--- config.mk ---
export PLATFORM = sky130hd
export DESIGN_NAME = e1_perf_counters_irq_masks
export DESIGN_NICKNAME = d
export VERILOG_FILES = /design/src/e1pc_pkg.sv /design/src/e1_perf_counters_irq_masks.sv
export VERILOG_INCLUDE_DIRS = /design/src
export SDC_FILE = /design/constraint.sdc
export NUM_CORES = 1
export LEC_CHECK = 0
export ABC_AREA = 1
export BUFFER_PORTS_ARGS = -buffer_cell sky130_fd_sc_hd__buf_2
export CORE_MARGIN = 2
export CORE_UTILIZATION = 47
export CTS_BUF_LIST = sky130_fd_sc_hd__clkbuf_8
export DETAILED_ROUTE_END_ITERATION = 16
export MAX_ROUTING_LAYER = met4
export PLACE_DENSITY_LB_ADDON = 0.15
export SLEW_MARGIN = 25
export SYNTH_ARGS = -nofsm -noshare
export SYNTH_HDL_FRONTEND = slang
export SYNTH_SLANG_ARGS = --single-unit
--- constraint.sdc ---
create_clock -name I_CORE_CLK -period 4.9 [get_ports I_CORE_CLK]
set_input_delay 0.49 -clock I_CORE_CLK [delete_from_list [all_inputs] [get_ports I_CORE_CLK]]
set_output_delay 0.49 -clock I_CORE_CLK [all_outputs]
set_load 0.05 [all_outputs]
--- src/e1pc_defs.svh ---
/*
 * Offsets, field positions, reset values and counts for the E1
 * performance counter and interrupt mask bank.
 * Assumes an 8-bit register port and a 2.048 Mbit/s receive line.
 */
`ifndef E1PC_DEFS_SVH
`define E1PC_DEFS_SVH

// ----------------------------------------------------------------
// Register offsets
// ----------------------------------------------------------------
`define E1PC_OFF_VC_HI 8'h00
`define E1PC_OFF_VC_LO 8'h01
`define E1PC_OFF_CRC_HI 8'h02
`define E1PC_OFF_CRC_LO 8'h03
`define E1PC_OFF_EB_SHARED 8'h04
`define E1PC_OFF_EB_LO 8'h05
`define E1PC_OFF_RX_STATUS 8'h06
`define E1PC_OFF_FT_STATUS 8'h07
`define E1PC_OFF_RX_MASK 8'h16
`define E1PC_OFF_FT_MASK 8'h17
`define E1PC_OFF_CTRL 8'h1a

// ----------------------------------------------------------------
// Control fields and reset values
// ----------------------------------------------------------------
`define E1PC_CTRL_FAST_BIT 7
`define E1PC_CTRL_VTYPE_BIT 6
`define E1PC_CTRL_HDB3_BIT 2
`define E1PC_CTRL_RST 8'h00
`define E1PC_MASK_RST 8'h00
`define E1PC_SEC_FLAG_BIT 4

// ----------------------------------------------------------------
// Counter limits and timing
// ----------------------------------------------------------------
`define E1PC_VC_MAX 16'hffff
`define E1PC_C10_MAX 10'h3ff
`define E1PC_FAS_MAX 12'hfff
`define E1PC_BITS_PER_SEC 2048000
`define E1PC_FAST_DIV 16
`define E1PC_EBIT_FRAME_A 4'hd
`define E1PC_EBIT_FRAME_B 4'hf

`endif

--- src/e1pc_pkg.sv ---
/*
 * Types shared by the E1 performance counter bank.
 * Assumes e1pc_defs.svh carries the numbers.
 */
package e1pc_pkg;

    // One received line symbol, valid when stb is high
    typedef struct packed {
        logic stb;
        logic pos;
        logic neg;
    } line_sym_t;

    // Framer synchroniser and per-frame error strobes
    typedef struct packed {
        logic fas_lost;
        logic crc_mf_lost;
        logic fas_err;
        logic crc_err;
        logic ebit_stb;
        logic ebit_val;
        logic [3:0] frame_num;
    } sync_info_t;

    typedef struct packed {
        logic fast_interval_select;
        logic violation_type_select;
        logic rx_hdb3_enable;
    } ctrl_t;

endpackage : e1pc_pkg

--- src/e1_perf_counters_irq_masks.sv ---
/*
 * E1 per-framer monitoring: interrupt masks, sticky status, interval
 * timer and saturating error counters with interval snapshots.
 * Assumes all inputs are synchronous to I_CORE_CLK and that the line
 * symbol strobe fires once per received bit.
 */
// Our own choice: the strobed register port.
`timescale 1ns/1ps
`default_nettype none
`include "e1pc_defs.svh"

// What this block does
// - Receive mask: bit7..0 sig ones, dist MF alarm, sig zeros, slip, ua1, RA, CL, LOS.
// - Second mask: CAS MF, align, tx MF, second timer, tx align, clk loss, CRC MF, slip.
// - All counters snapshot together each second, or 62.5 ms with fast select.
// - Readable counts hold the previous full interval until next update.
// - Every error counter stops at its maximum, never wraps.
// - Violation counter counts bipolar violations when type select is 0.
// - With HDB3 enabled, substitution-code violations are not counted.
// - Type select 1 counts code violations: same-polarity consecutive BPVs.
// - Violation counter never stops for sync loss, saturates at 65535.
// - Violation count read as high byte at 0x00, low byte at 0x01.
// - 10-bit CRC4 error count: bits 9:8 at 0x02, bits 7:0 at 0x03.
// - CRC4 and E-bit counting halts on FAS or CRC4 MF sync loss.
// - Upper six bits at 0x02 read the FAS error count's top six bits.
// - 10-bit E-bit counter: zero E-bits in frames 13 and 15.
// - Interval timer runs off receive bits, sets the second status flag.
module e1_perf_counters_irq_masks
    import e1pc_pkg::*;
#(
    parameter int unsigned BITS_PER_SEC = `E1PC_BITS_PER_SEC
) (
    input wire logic I_CORE_CLK,
    input wire logic I_RST,
    input wire logic i_ce,
    input wire logic [7:0] i_addr,
    input wire logic [7:0] i_wdata,
    input wire logic i_wr,
    input wire logic i_rd,
    output logic [7:0] o_rdata,
    input wire line_sym_t i_line,
    input wire sync_info_t i_sync,
    input wire logic [7:0] i_rx_events,
    input wire logic [7:0] i_ft_events,
    output logic o_irq
);

    localparam int unsigned FAST_BITS = BITS_PER_SEC / `E1PC_FAST_DIV;
    localparam logic [21:0] SEC_LAST = 22'(BITS_PER_SEC - 1);
    localparam logic [21:0] FAST_LAST = 22'(FAST_BITS - 1);

    // ------------------------------------------------------------
    // Register port
    // ------------------------------------------------------------
    logic [7:0] rx_mask_q;
    logic [7:0] ft_mask_q;
    logic [7:0] ctrl_raw_q;
    ctrl_t ctrl;
    logic [7:0] rx_sts_q;
    logic [7:0] ft_sts_q;

    assign ctrl.fast_interval_select = ctrl_raw_q[`E1PC_CTRL_FAST_BIT];
    assign ctrl.violation_type_select = ctrl_raw_q[`E1PC_CTRL_VTYPE_BIT];
    assign ctrl.rx_hdb3_enable = ctrl_raw_q[`E1PC_CTRL_HDB3_BIT];

    wire wr_rx_mask = i_wr && (i_addr == `E1PC_OFF_RX_MASK);
    wire wr_ft_mask = i_wr && (i_addr == `E1PC_OFF_FT_MASK);
    wire wr_ctrl = i_wr && (i_addr == `E1PC_OFF_CTRL);
    wire wr_rx_sts = i_wr && (i_addr == `E1PC_OFF_RX_STATUS);
    wire wr_ft_sts = i_wr && (i_addr == `E1PC_OFF_FT_STATUS);

    always_ff @(posedge I_CORE_CLK) begin
        if (I_RST) begin
            rx_mask_q <= `E1PC_MASK_RST;
            ft_mask_q <= `E1PC_MASK_RST;
            ctrl_raw_q <= `E1PC_CTRL_RST;
        end else if (i_ce) begin
            if (wr_rx_mask) begin
                rx_mask_q <= i_wdata;
            end
            if (wr_ft_mask) begin
                ft_mask_q <= i_wdata;
            end
            if (wr_ctrl) begin
                ctrl_raw_q <= i_wdata;
            end
        end
    end

    // ------------------------------------------------------------
    // Interval timer
    // ------------------------------------------------------------
    logic [21:0] tmr_q;
    logic tick;

    // Counts received bits, so the interval follows the line clock
    assign tick = i_line.stb && (tmr_q == (ctrl.fast_interval_select ?
                  FAST_LAST : SEC_LAST));

    always_ff @(posedge I_CORE_CLK) begin
        if (I_RST) begin
            tmr_q <= 22'h0;
        end else if (i_ce && i_line.stb) begin
            tmr_q <= tick ? 22'h0 : tmr_q + 22'h1;
        end
    end

    // ------------------------------------------------------------
    // Sticky status and interrupt
    // ------------------------------------------------------------
    logic [7:0] ft_evt;

    always_comb begin
        ft_evt = i_ft_events;
        ft_evt[`E1PC_SEC_FLAG_BIT] = tick;
    end

    // Set wins over a same-cycle write-one clear
    always_ff @(posedge I_CORE_CLK) begin
        if (I_RST) begin
            rx_sts_q <= 8'h00;
            ft_sts_q <= 8'h00;
        end else if (i_ce) begin
            rx_sts_q <= (rx_sts_q & ~(wr_rx_sts ? i_wdata : 8'h00))
                        | i_rx_events;
            ft_sts_q <= (ft_sts_q & ~(wr_ft_sts ? i_wdata : 8'h00))
                        | ft_evt;
        end
    end

    wire pend_any = |(rx_sts_q & rx_mask_q) | |(ft_sts_q & ft_mask_q);

    always_ff @(posedge I_CORE_CLK) begin
        if (I_RST) begin
            o_irq <= 1'b0;
        end else if (i_ce) begin
            o_irq <= pend_any;
        end
    end

    // ------------------------------------------------------------
    // Violation detection
    // ------------------------------------------------------------
    logic last_pol_q;
    logic last_bpv_pol_q;
    logic have_bpv_q;
    logic have_mark_q;
    logic [1:0] zeros_q;
    logic mark;
    logic bpv;
    logic hdb3_sub;
    logic cv;
    logic viol;

    assign mark = i_line.stb && (i_line.pos || i_line.neg);
    // No mark since reset means nothing for the first mark to repeat
    assign bpv = mark && have_mark_q && (i_line.pos == last_pol_q);
    // 000V and B00V both put two zeros right before the V
    assign hdb3_sub = (zeros_q == 2'b00);
    assign cv = bpv && have_bpv_q && (i_line.pos == last_bpv_pol_q);
    assign viol = ctrl.violation_type_select ? cv
                : (bpv && !(ctrl.rx_hdb3_enable && hdb3_sub));

    always_ff @(posedge I_CORE_CLK) begin
        if (I_RST) begin
            last_pol_q <= 1'b0;
            have_mark_q <= 1'b0;
            last_bpv_pol_q <= 1'b0;
            have_bpv_q <= 1'b0;
            zeros_q <= 2'b11;
        end else if (i_ce && i_line.stb) begin
            zeros_q <= {zeros_q[0], mark};
            if (mark) begin
                last_pol_q <= i_line.pos;
                have_mark_q <= 1'b1;
            end
            if (bpv) begin
                last_bpv_pol_q <= i_line.pos;
                have_bpv_q <= 1'b1;
            end
        end
    end

    // ------------------------------------------------------------
    // Running counters and snapshots
    // ------------------------------------------------------------
    logic in_sync;
    logic crc_evt;
    logic eb_evt;
    logic fas_evt;
    logic [15:0] vc_run_q;
    logic [15:0] vc_snap_q;
    logic [9:0] crc_run_q;
    logic [9:0] crc_snap_q;
    logic [9:0] eb_run_q;
    logic [9:0] eb_snap_q;
    logic [11:0] fas_run_q;
    logic [11:0] fas_snap_q;

    assign in_sync = !i_sync.fas_lost && !i_sync.crc_mf_lost;
    assign crc_evt = in_sync && i_sync.crc_err;
    assign eb_evt = in_sync && i_sync.ebit_stb && !i_sync.ebit_val
        && ((i_sync.frame_num == `E1PC_EBIT_FRAME_A)
        || (i_sync.frame_num == `E1PC_EBIT_FRAME_B));
    assign fas_evt = !i_sync.fas_lost && i_sync.fas_err;

    // Running count restarts at the event of the boundary cycle itself
    always_ff @(posedge I_CORE_CLK) begin
        if (I_RST) begin
            vc_run_q <= 16'h0;
            vc_snap_q <= 16'h0;
        end else if (i_ce) begin
            if (tick) begin
                vc_snap_q <= vc_run_q;
                vc_run_q <= {15'h0, viol};
            end else if (viol && vc_run_q != `E1PC_VC_MAX) begin
                vc_run_q <= vc_run_q + 16'h1;
            end
        end
    end

    always_ff @(posedge I_CORE_CLK) begin
        if (I_RST) begin
            crc_run_q <= 10'h0;
            crc_snap_q <= 10'h0;
        end else if (i_ce) begin
            if (tick) begin
                crc_snap_q <= crc_run_q;
                crc_run_q <= {9'h0, crc_evt};
            end else if (crc_evt && crc_run_q != `E1PC_C10_MAX) begin
                crc_run_q <= crc_run_q + 10'h1;
            end
        end
    end

    always_ff @(posedge I_CORE_CLK) begin
        if (I_RST) begin
            eb_run_q <= 10'h0;
            eb_snap_q <= 10'h0;
        end else if (i_ce) begin
            if (tick) begin
                eb_snap_q <= eb_run_q;
                eb_run_q <= {9'h0, eb_evt};
            end else if (eb_evt && eb_run_q != `E1PC_C10_MAX) begin
                eb_run_q <= eb_run_q + 10'h1;
            end
        end
    end

    always_ff @(posedge I_CORE_CLK) begin
        if (I_RST) begin
            fas_run_q <= 12'h0;
            fas_snap_q <= 12'h0;
        end else if (i_ce) begin
            if (tick) begin
                fas_snap_q <= fas_run_q;
                fas_run_q <= {11'h0, fas_evt};
            end else if (fas_evt && fas_run_q != `E1PC_FAS_MAX) begin
                fas_run_q <= fas_run_q + 12'h1;
            end
        end
    end

    // ------------------------------------------------------------
    // Read data
    // ------------------------------------------------------------
    logic [7:0] rd_mux;

    // Unmapped addresses read as zero
    always_comb begin
        if (i_addr == `E1PC_OFF_VC_HI) begin
            rd_mux = vc_snap_q[15:8];
        end else if (i_addr == `E1PC_OFF_VC_LO) begin
            rd_mux = vc_snap_q[7:0];
        end else if (i_addr == `E1PC_OFF_CRC_HI) begin
            rd_mux = {fas_snap_q[11:6], crc_snap_q[9:8]};
        end else if (i_addr == `E1PC_OFF_CRC_LO) begin
            rd_mux = crc_snap_q[7:0];
        end else if (i_addr == `E1PC_OFF_EB_SHARED) begin
            rd_mux = {fas_snap_q[5:0], eb_snap_q[9:8]};
        end else if (i_addr == `E1PC_OFF_EB_LO) begin
            rd_mux = eb_snap_q[7:0];
        end else if (i_addr == `E1PC_OFF_RX_STATUS) begin
            rd_mux = rx_sts_q;
        end else if (i_addr == `E1PC_OFF_FT_STATUS) begin
            rd_mux = ft_sts_q;
        end else if (i_addr == `E1PC_OFF_RX_MASK) begin
            rd_mux = rx_mask_q;
        end else if (i_addr == `E1PC_OFF_FT_MASK) begin
            rd_mux = ft_mask_q;
        end else if (i_addr == `E1PC_OFF_CTRL) begin
            rd_mux = ctrl_raw_q;
        end else begin
            rd_mux = 8'h00;
        end
    end

    // Data holds only in the cycle after the strobe
    always_ff @(posedge I_CORE_CLK) begin
        if (I_RST) begin
            o_rdata <= 8'h00;
        end else if (i_ce) begin
            o_rdata <= i_rd ? rd_mux : 8'h00;
        end
    end
endmodule : e1_perf_counters_irq_masks
`default_nettype wire

==> impl_metrics.env, run 1 <==
export IMPL_outcome="completed"
export IMPL_fmax_ghz=0.318
export IMPL_finalSetupTns_ns=0
export IMPL_nNetsFinal=1333
export IMPL_antenna_found_initial=0
export IMPL_die_area_mm2=0.0193
export IMPL_die_h_um=139
export IMPL_cp_data_arrival_time_ns=3.56
export IMPL_core_mm2=0.0179
export IMPL_path_cells="inv_1, nand4_1, o21ai_0, nand3_2, nor2_4, inv_2, nand2_2, inv_1, o21ai_0, a21oi_1"
export IMPL_hold_violations=0
export IMPL_yosys_warnings=0
export IMPL_via_per_inst=5.29
export IMPL_drc=0
export IMPL_drive_gt1_frac=0.101
export IMPL_hold_ws_ns=0.244
export IMPL_area_delta_synth_final_pct=8.94
export IMPL_grt_first_pass_wirelength_um=35800
export IMPL_syn_num_nets=1300
export IMPL_leakagePower_nw=3.57
export IMPL_mostFrequentLayoutCells="248 x nand2_1, 173 x dfxtp_1, 164 x a21oi_1"
export IMPL_drt_initial_drc_count=565
export IMPL_dr_pass1_iters=6
export IMPL_synth_cell_types=41
export IMPL_crit_path_top_delay_cell="dfxtp_1"
export IMPL_ys_ff_latch=173
export IMPL_crit_type="reg2reg"
export IMPL_fp_dieW_um=139
export IMPL_synth_cells=1245
export IMPL_start_util=0.477
export IMPL_ys_seq_area_frac=0.405
export IMPL_clkTransAtPathRegs_ns=0.10
export IMPL_grt_usage=0.232
export IMPL_clk_latency_ns=0.49
export IMPL_clkSinkCount=173
export IMPL_critPathLaunchType="flip-flop"
export IMPL_wl_per_cell_um=14.4
export IMPL_regArea_mm2=0.00346
export IMPL_multi_input_area_mm2=0.00430
export IMPL_holdBufCountCts=0
export IMPL_pin_count=59
export IMPL_worstPathMaxFanout=22
export IMPL_fin_crit_sh=0.642
export IMPL_cts_tree="built"
export IMPL_cts_resized=0
export IMPL_num_rows=49
export IMPL_end_kind="flip-flop"
export IMPL_cts_root_buf="clkbuf_8"
export IMPL_ir_worst_vdd_mv=0.203
export IMPL_slowest_delay_ns=0.69
export IMPL_globalplace_congestion=0.867
export IMPL_postCtsSetupBuffers=0
export IMPL_final_setup_viol_count=0
export IMPL_clock_skew_ns=0.0151
export IMPL_overflow=0
export IMPL_grt_max_degree=84
export IMPL_fin_crit_ns=3.15
export IMPL_routed_wl_um=21900
export IMPL_fill_cells=1889
export IMPL_maxSlewViolCount=0
export IMPL_max_slew_margin=0.292
export IMPL_layout_commonest_cell="nand2_1"
export IMPL_maxCapViolations=0
export IMPL_synth_avg_cell_area_um2=6.87
export IMPL_antennaDiodeCount=0
export IMPL_dp_hpwl_um=15400
export IMPL_worst_slew_pin_slew_ns=1.06
export IMPL_clockBufferDepth=2
export IMPL_io_buffer_count=56
export IMPL_vias=8034
export IMPL_power_density_mw_per_mm2=272
export IMPL_hold_path_class="in2reg"
export IMPL_h_tree_depth=4
export IMPL_syn_area_mm2=0.00855
export IMPL_cts_buffers_inserted=17
export IMPL_first_global_vias=7365
export IMPL_drtAntennaViolNets=0
export IMPL_crit_required_ns=5.32
export IMPL_rsz0062_at_grt="no"
## stage by stage
step / cells / setup WS (ns) / cell area [um2] / power, mW / utilization
final: 1520 / 1.75 / 9310 / 2.53 / 0.520
after global routing: 1520 / 1.51 / 9310 / 2.63 / 0.520
after CTS: 1519 / 1.74 / 9300 / 2.55 / 0.520
after detailed placement: 1487 / 1.74 / 8920 / 1.58 / 0.498
after global placement: 1487 / 1.83 / 8920 / 1.58 / 0.498
after floorplan: 1245 / 2.99 / 8550 / 1.53 / -
## area by class of cell
cell class / instances / share of cell area
clock buffers: 17 / 0.0251
clock inverters: 15 / 0.0156
inverters: 150 / 0.0605
multi-input cells: 875 / 0.462
flip-flops and latches: 173 / 0.372
well taps: 229 / 0.0308
repair buffers: 61 / 0.0345
## state kept, by name, summed over array words and instances, names as in the netlist, 10 cells and up
register    count
tmr_q          22
vc_run_q       16
vc_snap_q      16
fas_run_q      12
fas_snap_q     12
crc_run_q      10
crc_snap_q     10
eb_run_q       10
eb_snap_q      10
## cells by family (layout without fill, tap and decap cells)
family	Yosys count	count (layout)	share of synthesized area
buf+inv	197	243	0.0919
simple gates	537	537	0.282
fa+ha+maj	5	5	0.00732
compound gates	303	303	0.183
flops	173	173	0.405
xor+xnor	30	30	0.0307
## layer usage
metal	wire, um	part of all wire	global-route usage
met3	765	0.035	0.0373
met1	10600	0.48	0.307
met5	0	0	-
met4	292	0.013	0.0579
met2	10200	0.47	0.375
## path summary, 6_finish.rpt
| check | from | depth (start not counted) | end | slack [ns] |
|---|---|---|---|---|
| max | ctrl_raw_q[7]$_SDFFE_PP0P_ | 10 | vc_run_q[1]$_SDFFE_PP0P_ | 1.75 |
| min | i_rx_events[3] | 3 | rx_sts_q[3]$_SDFFE_PP0P_ | 0.24 |
| max reg2reg | ctrl_raw_q[7]$_SDFFE_PP0P_ | 10 | vc_run_q[1]$_SDFFE_PP0P_ | 1.75 |
| min reg2reg | ctrl_raw_q[5]$_SDFFE_PP0P_ | 2 | ctrl_raw_q[5]$_SDFFE_PP0P_ | 0.45 |
## synth_stat cells
| cell | number | area share |
|---|---|---|
| nor4_2 | 1 | 0.0015 |
| o211ai_1 | 3 | 0.0026 |
| dfxtp_1 | 173 | 0.41 |
| a211oi_1 | 1 | 0.00088 |
| nor3b_2 | 1 | 0.0015 |
| nor2_2 | 5 | 0.0037 |
| a221oi_1 | 4 | 0.0041 |
| nand3_1 | 90 | 0.053 |
| nor3b_1 | 1 | 0.00088 |
| nand2_2 | 4 | 0.0029 |
| nand3_2 | 1 | 0.0012 |
| nand4_2 | 2 | 0.0029 |
| ha_1 | 5 | 0.0073 |
| o21ai_0 | 124 | 0.073 |
| nor4_1 | 10 | 0.0073 |
| inv_1 | 145 | 0.064 |
| xnor2_1 | 4 | 0.0041 |
| a21oi_1 | 164 | 0.096 |
| nor3_2 | 3 | 0.0035 |
| buf_2 | 13 | 0.0076 |
| inv_2 | 4 | 0.0018 |
| nand2_4 | 3 | 0.0040 |
| nand2_1 | 248 | 0.11 |
| and3b_1 | 1 | 0.0010 |
| nor2_1 | 103 | 0.045 |
| a21oi_2 | 2 | 0.0020 |
| nor2_4 | 1 | 0.0013 |
| or2_2 | 9 | 0.0066 |
| o211a_1 | 1 | 0.0012 |
| nand3b_1 | 11 | 0.0097 |
| a22o_1 | 1 | 0.0010 |
| buf_6 | 3 | 0.0040 |
| buf_4 | 2 | 0.0018 |
| nor3_1 | 27 | 0.016 |
| buf_1 | 2 | 0.00088 |
| clkbuf_1 | 27 | 0.012 |
| o22ai_1 | 2 | 0.0015 |
| nand4_1 | 16 | 0.012 |
| xor2_1 | 26 | 0.027 |
| o21ai_1 | 1 | 0.00059 |
| clkinv_1 | 1 | 0.00044 |
## report_power, final
group / internal (mW) / switching [mW] / total (mW) / leakage, nW
combinational: 0.0379 / 0.0832 / 0.121 / 1.98
clock: 0.377 / 0.604 / 0.980 / 0.185
sequential: 1.42 / 0.0102 / 1.43 / 1.40
total: 1.83 / 0.697 / 2.53 / 3.57
## worst max-delay path, delay by kind of cell, from the launching register on
family / cells / cell delay, ns
compound gates: 3 / 0.45
buf+inv: 3 / 1.18
flops: 1 / 0.69
simple gates: 4 / 0.73
No activity file was read; power rests on OpenSTA's default activity.
==> run 2: changes to the inputs <==
- clock period: 4.9 -> 3.2 ns (I/O delays scaled with it)
==> run 2 against run 1 <==
Against the previous run:
- first-iteration DRC count fell by 5.0%
- sequential power increased by 53%
- maximum frequency grew 25%
- hold slack got worse by 0.16 ns
- die area is the same
- routed wire length is 0.53% higher
- clock skew shrank 0.0027 ns
- worst setup slack lost 1.1 ns
- sequential share of layout area shrank 0.20 points
- critical path depth did not move
- final cell count up 0.59%
- power up 51%
- largest power group unchanged
- highest routed layer unchanged
==> impl_metrics.env, run 2 (synthesized netlist as in run 1, its figures left out) <==
export IMPL_outcome="completed"
export IMPL_power_density_mw_per_mm2=409
export IMPL_start_util=0.477
export IMPL_cp_data_arrival_time_ns=2.93
export IMPL_worst_slew_pin_slew_ns=0.735
export IMPL_clock_skew_ns=0.0125
export IMPL_num_rows=49
export IMPL_pin_count=59
export IMPL_max_slew_margin=0.509
export IMPL_clk_latency_ns=0.47
export IMPL_globalplace_congestion=0.905
export IMPL_vias=7984
export IMPL_drive_gt1_frac=0.107
export IMPL_maxCapViolations=0
export IMPL_cts_root_buf="clkbuf_8"
export IMPL_grt_first_pass_wirelength_um=36500
export IMPL_ir_worst_vdd_mv=0.259
export IMPL_regMostFlops="tmr_q"
export IMPL_clockBufferDepth=2
export IMPL_drt_initial_drc_count=537
export IMPL_crit_path_top_delay_cell="dfxtp_1"
export IMPL_grt_max_degree=83
export IMPL_overflow=0
export IMPL_drtAntennaViolNets=0
export IMPL_path_cells="inv_1, nand4_1, o21ai_0, nand3_2, nor2_4, inv_2, nand2_2, inv_1, o21ai_0, nor2_1"
export IMPL_hold_violations=0
export IMPL_cts_buffers_inserted=17
export IMPL_largest_reg_flops=22
export IMPL_fin_crit_sh=0.788
export IMPL_slowest_delay_ns=0.69
export IMPL_core_mm2=0.0179
export IMPL_end_kind="flip-flop"
export IMPL_critPathLaunchType="flip-flop"
export IMPL_mostFrequentLayoutCells="248 x nand2_1, 173 x dfxtp_1, 164 x a21oi_1"
export IMPL_nNetsFinal=1342
export IMPL_via_per_inst=5.22
export IMPL_crit_required_ns=3.61
export IMPL_top_regs="tmr_q (22), vc_run_q (16), vc_snap_q (16)"
export IMPL_clkSinkCount=173
export IMPL_hold_path_class="in2reg"
export IMPL_dp_hpwl_um=15800
export IMPL_routed_wl_um=22000
export IMPL_finalSetupTns_ns=0
export IMPL_postCtsSetupBuffers=0
export IMPL_met2_length_um=10400
export IMPL_fp_dieW_um=139
export IMPL_whs_path_depth=3
export IMPL_drc=0
export IMPL_area_delta_synth_final_pct=9.54
export IMPL_place_area_mm2=0.00900
export IMPL_dr_pass1_iters=5
export IMPL_layout_commonest_cell="nand2_1"
export IMPL_crit_type="reg2reg"
export IMPL_cts_tree="built"
export IMPL_holdBufCountCts=0
export IMPL_clkTransAtPathRegs_ns=0.10
export IMPL_antenna_found_initial=0
export IMPL_final_setup_viol_count=0
export IMPL_met1_length_um=10600
export IMPL_grt_usage=0.239
export IMPL_die_area_mm2=0.0193
export IMPL_leakagePower_nw=3.62
export IMPL_r2r_cells=10
export IMPL_fin_crit_ns=2.52
export IMPL_first_global_vias=7462
export IMPL_highest_layer="met4"
export IMPL_h_tree_depth=4
export IMPL_rsz0062_at_grt="no"
export IMPL_fmax_ghz=0.397
export IMPL_maxSlewViolCount=0
export IMPL_worstPathMaxFanout=22
export IMPL_wl_per_cell_um=14.4
export IMPL_io_buffer_count=56
export IMPL_antennaDiodeCount=0
export IMPL_design_area_mm2=0.00936
export IMPL_wl_met3_um=853
export IMPL_cts_resized=0
export IMPL_die_h_um=139
export IMPL_fill_cells=1858
run 2: layer usage:
layer,global-route usage,vias up
li1,-,4193
met1,0.318,3629
met2,0.386,147
met3,0.0407,15
met4,0.0484,0
met5,-,-
run 2: area by class of cell:
class	count	area (um2)	area share
sequential	173	3460	0.370
multi-input combinational	875	4300	0.459
timing repair buffer	70	385	0.0412
tap	229	287	0.0306
clock inverter	13	105	0.0112
clock buffer	19	262	0.0279
inverter	150	563	0.0601
run 2: worst max-delay path: cells and delay by family (launching register included):
kind | cells | cell delay, ns
simple gates | 5 | 0.52
compound gates | 2 | 0.33
buf+inv | 3 | 0.93
flops | 1 | 0.69
run 2: final timing paths:
kind | from | endpoint | slack [ns]
hold reg to reg | ctrl_raw_q[0]$_SDFFE_PP0P_ | ctrl_raw_q[0]$_SDFFE_PP0P_ | 0.45
setup / recovery | ctrl_raw_q[7]$_SDFFE_PP0P_ | crc_run_q[4]$_SDFFE_PP0P_ | 0.68
setup reg to reg | ctrl_raw_q[7]$_SDFFE_PP0P_ | crc_run_q[4]$_SDFFE_PP0P_ | 0.68
hold / removal | i_rx_events[2] | rx_sts_q[2]$_SDFFE_PP0P_ | 0.09
run 2: metrics by stage:
step	cells	hold slack [ns]	worst slack, ns	power, mW	utilization
global placement	1497	0.435	0.737	2.42	0.503
detailed placement	1497	0.441	0.678	2.43	0.503
floorplan	1245	0.424	1.29	2.35	-
CTS	1529	0.0670	0.657	3.87	0.523
finish	1529	0.0863	0.679	3.83	0.523
global route	1529	0.0719	0.382	3.99	0.523
run 2: report_power, final:
| group | total (mW) | switching, mW | internal, mW | leakage, nW |
|---|---|---|---|---|
| registers | 2.19 | 0.0158 | 2.17 | 1.40 |
| clock network | 1.45 | 0.855 | 0.598 | 0.194 |
| logic | 0.187 | 0.128 | 0.0593 | 2.03 |
| total | 3.83 | 0.999 | 2.83 | 3.62 |
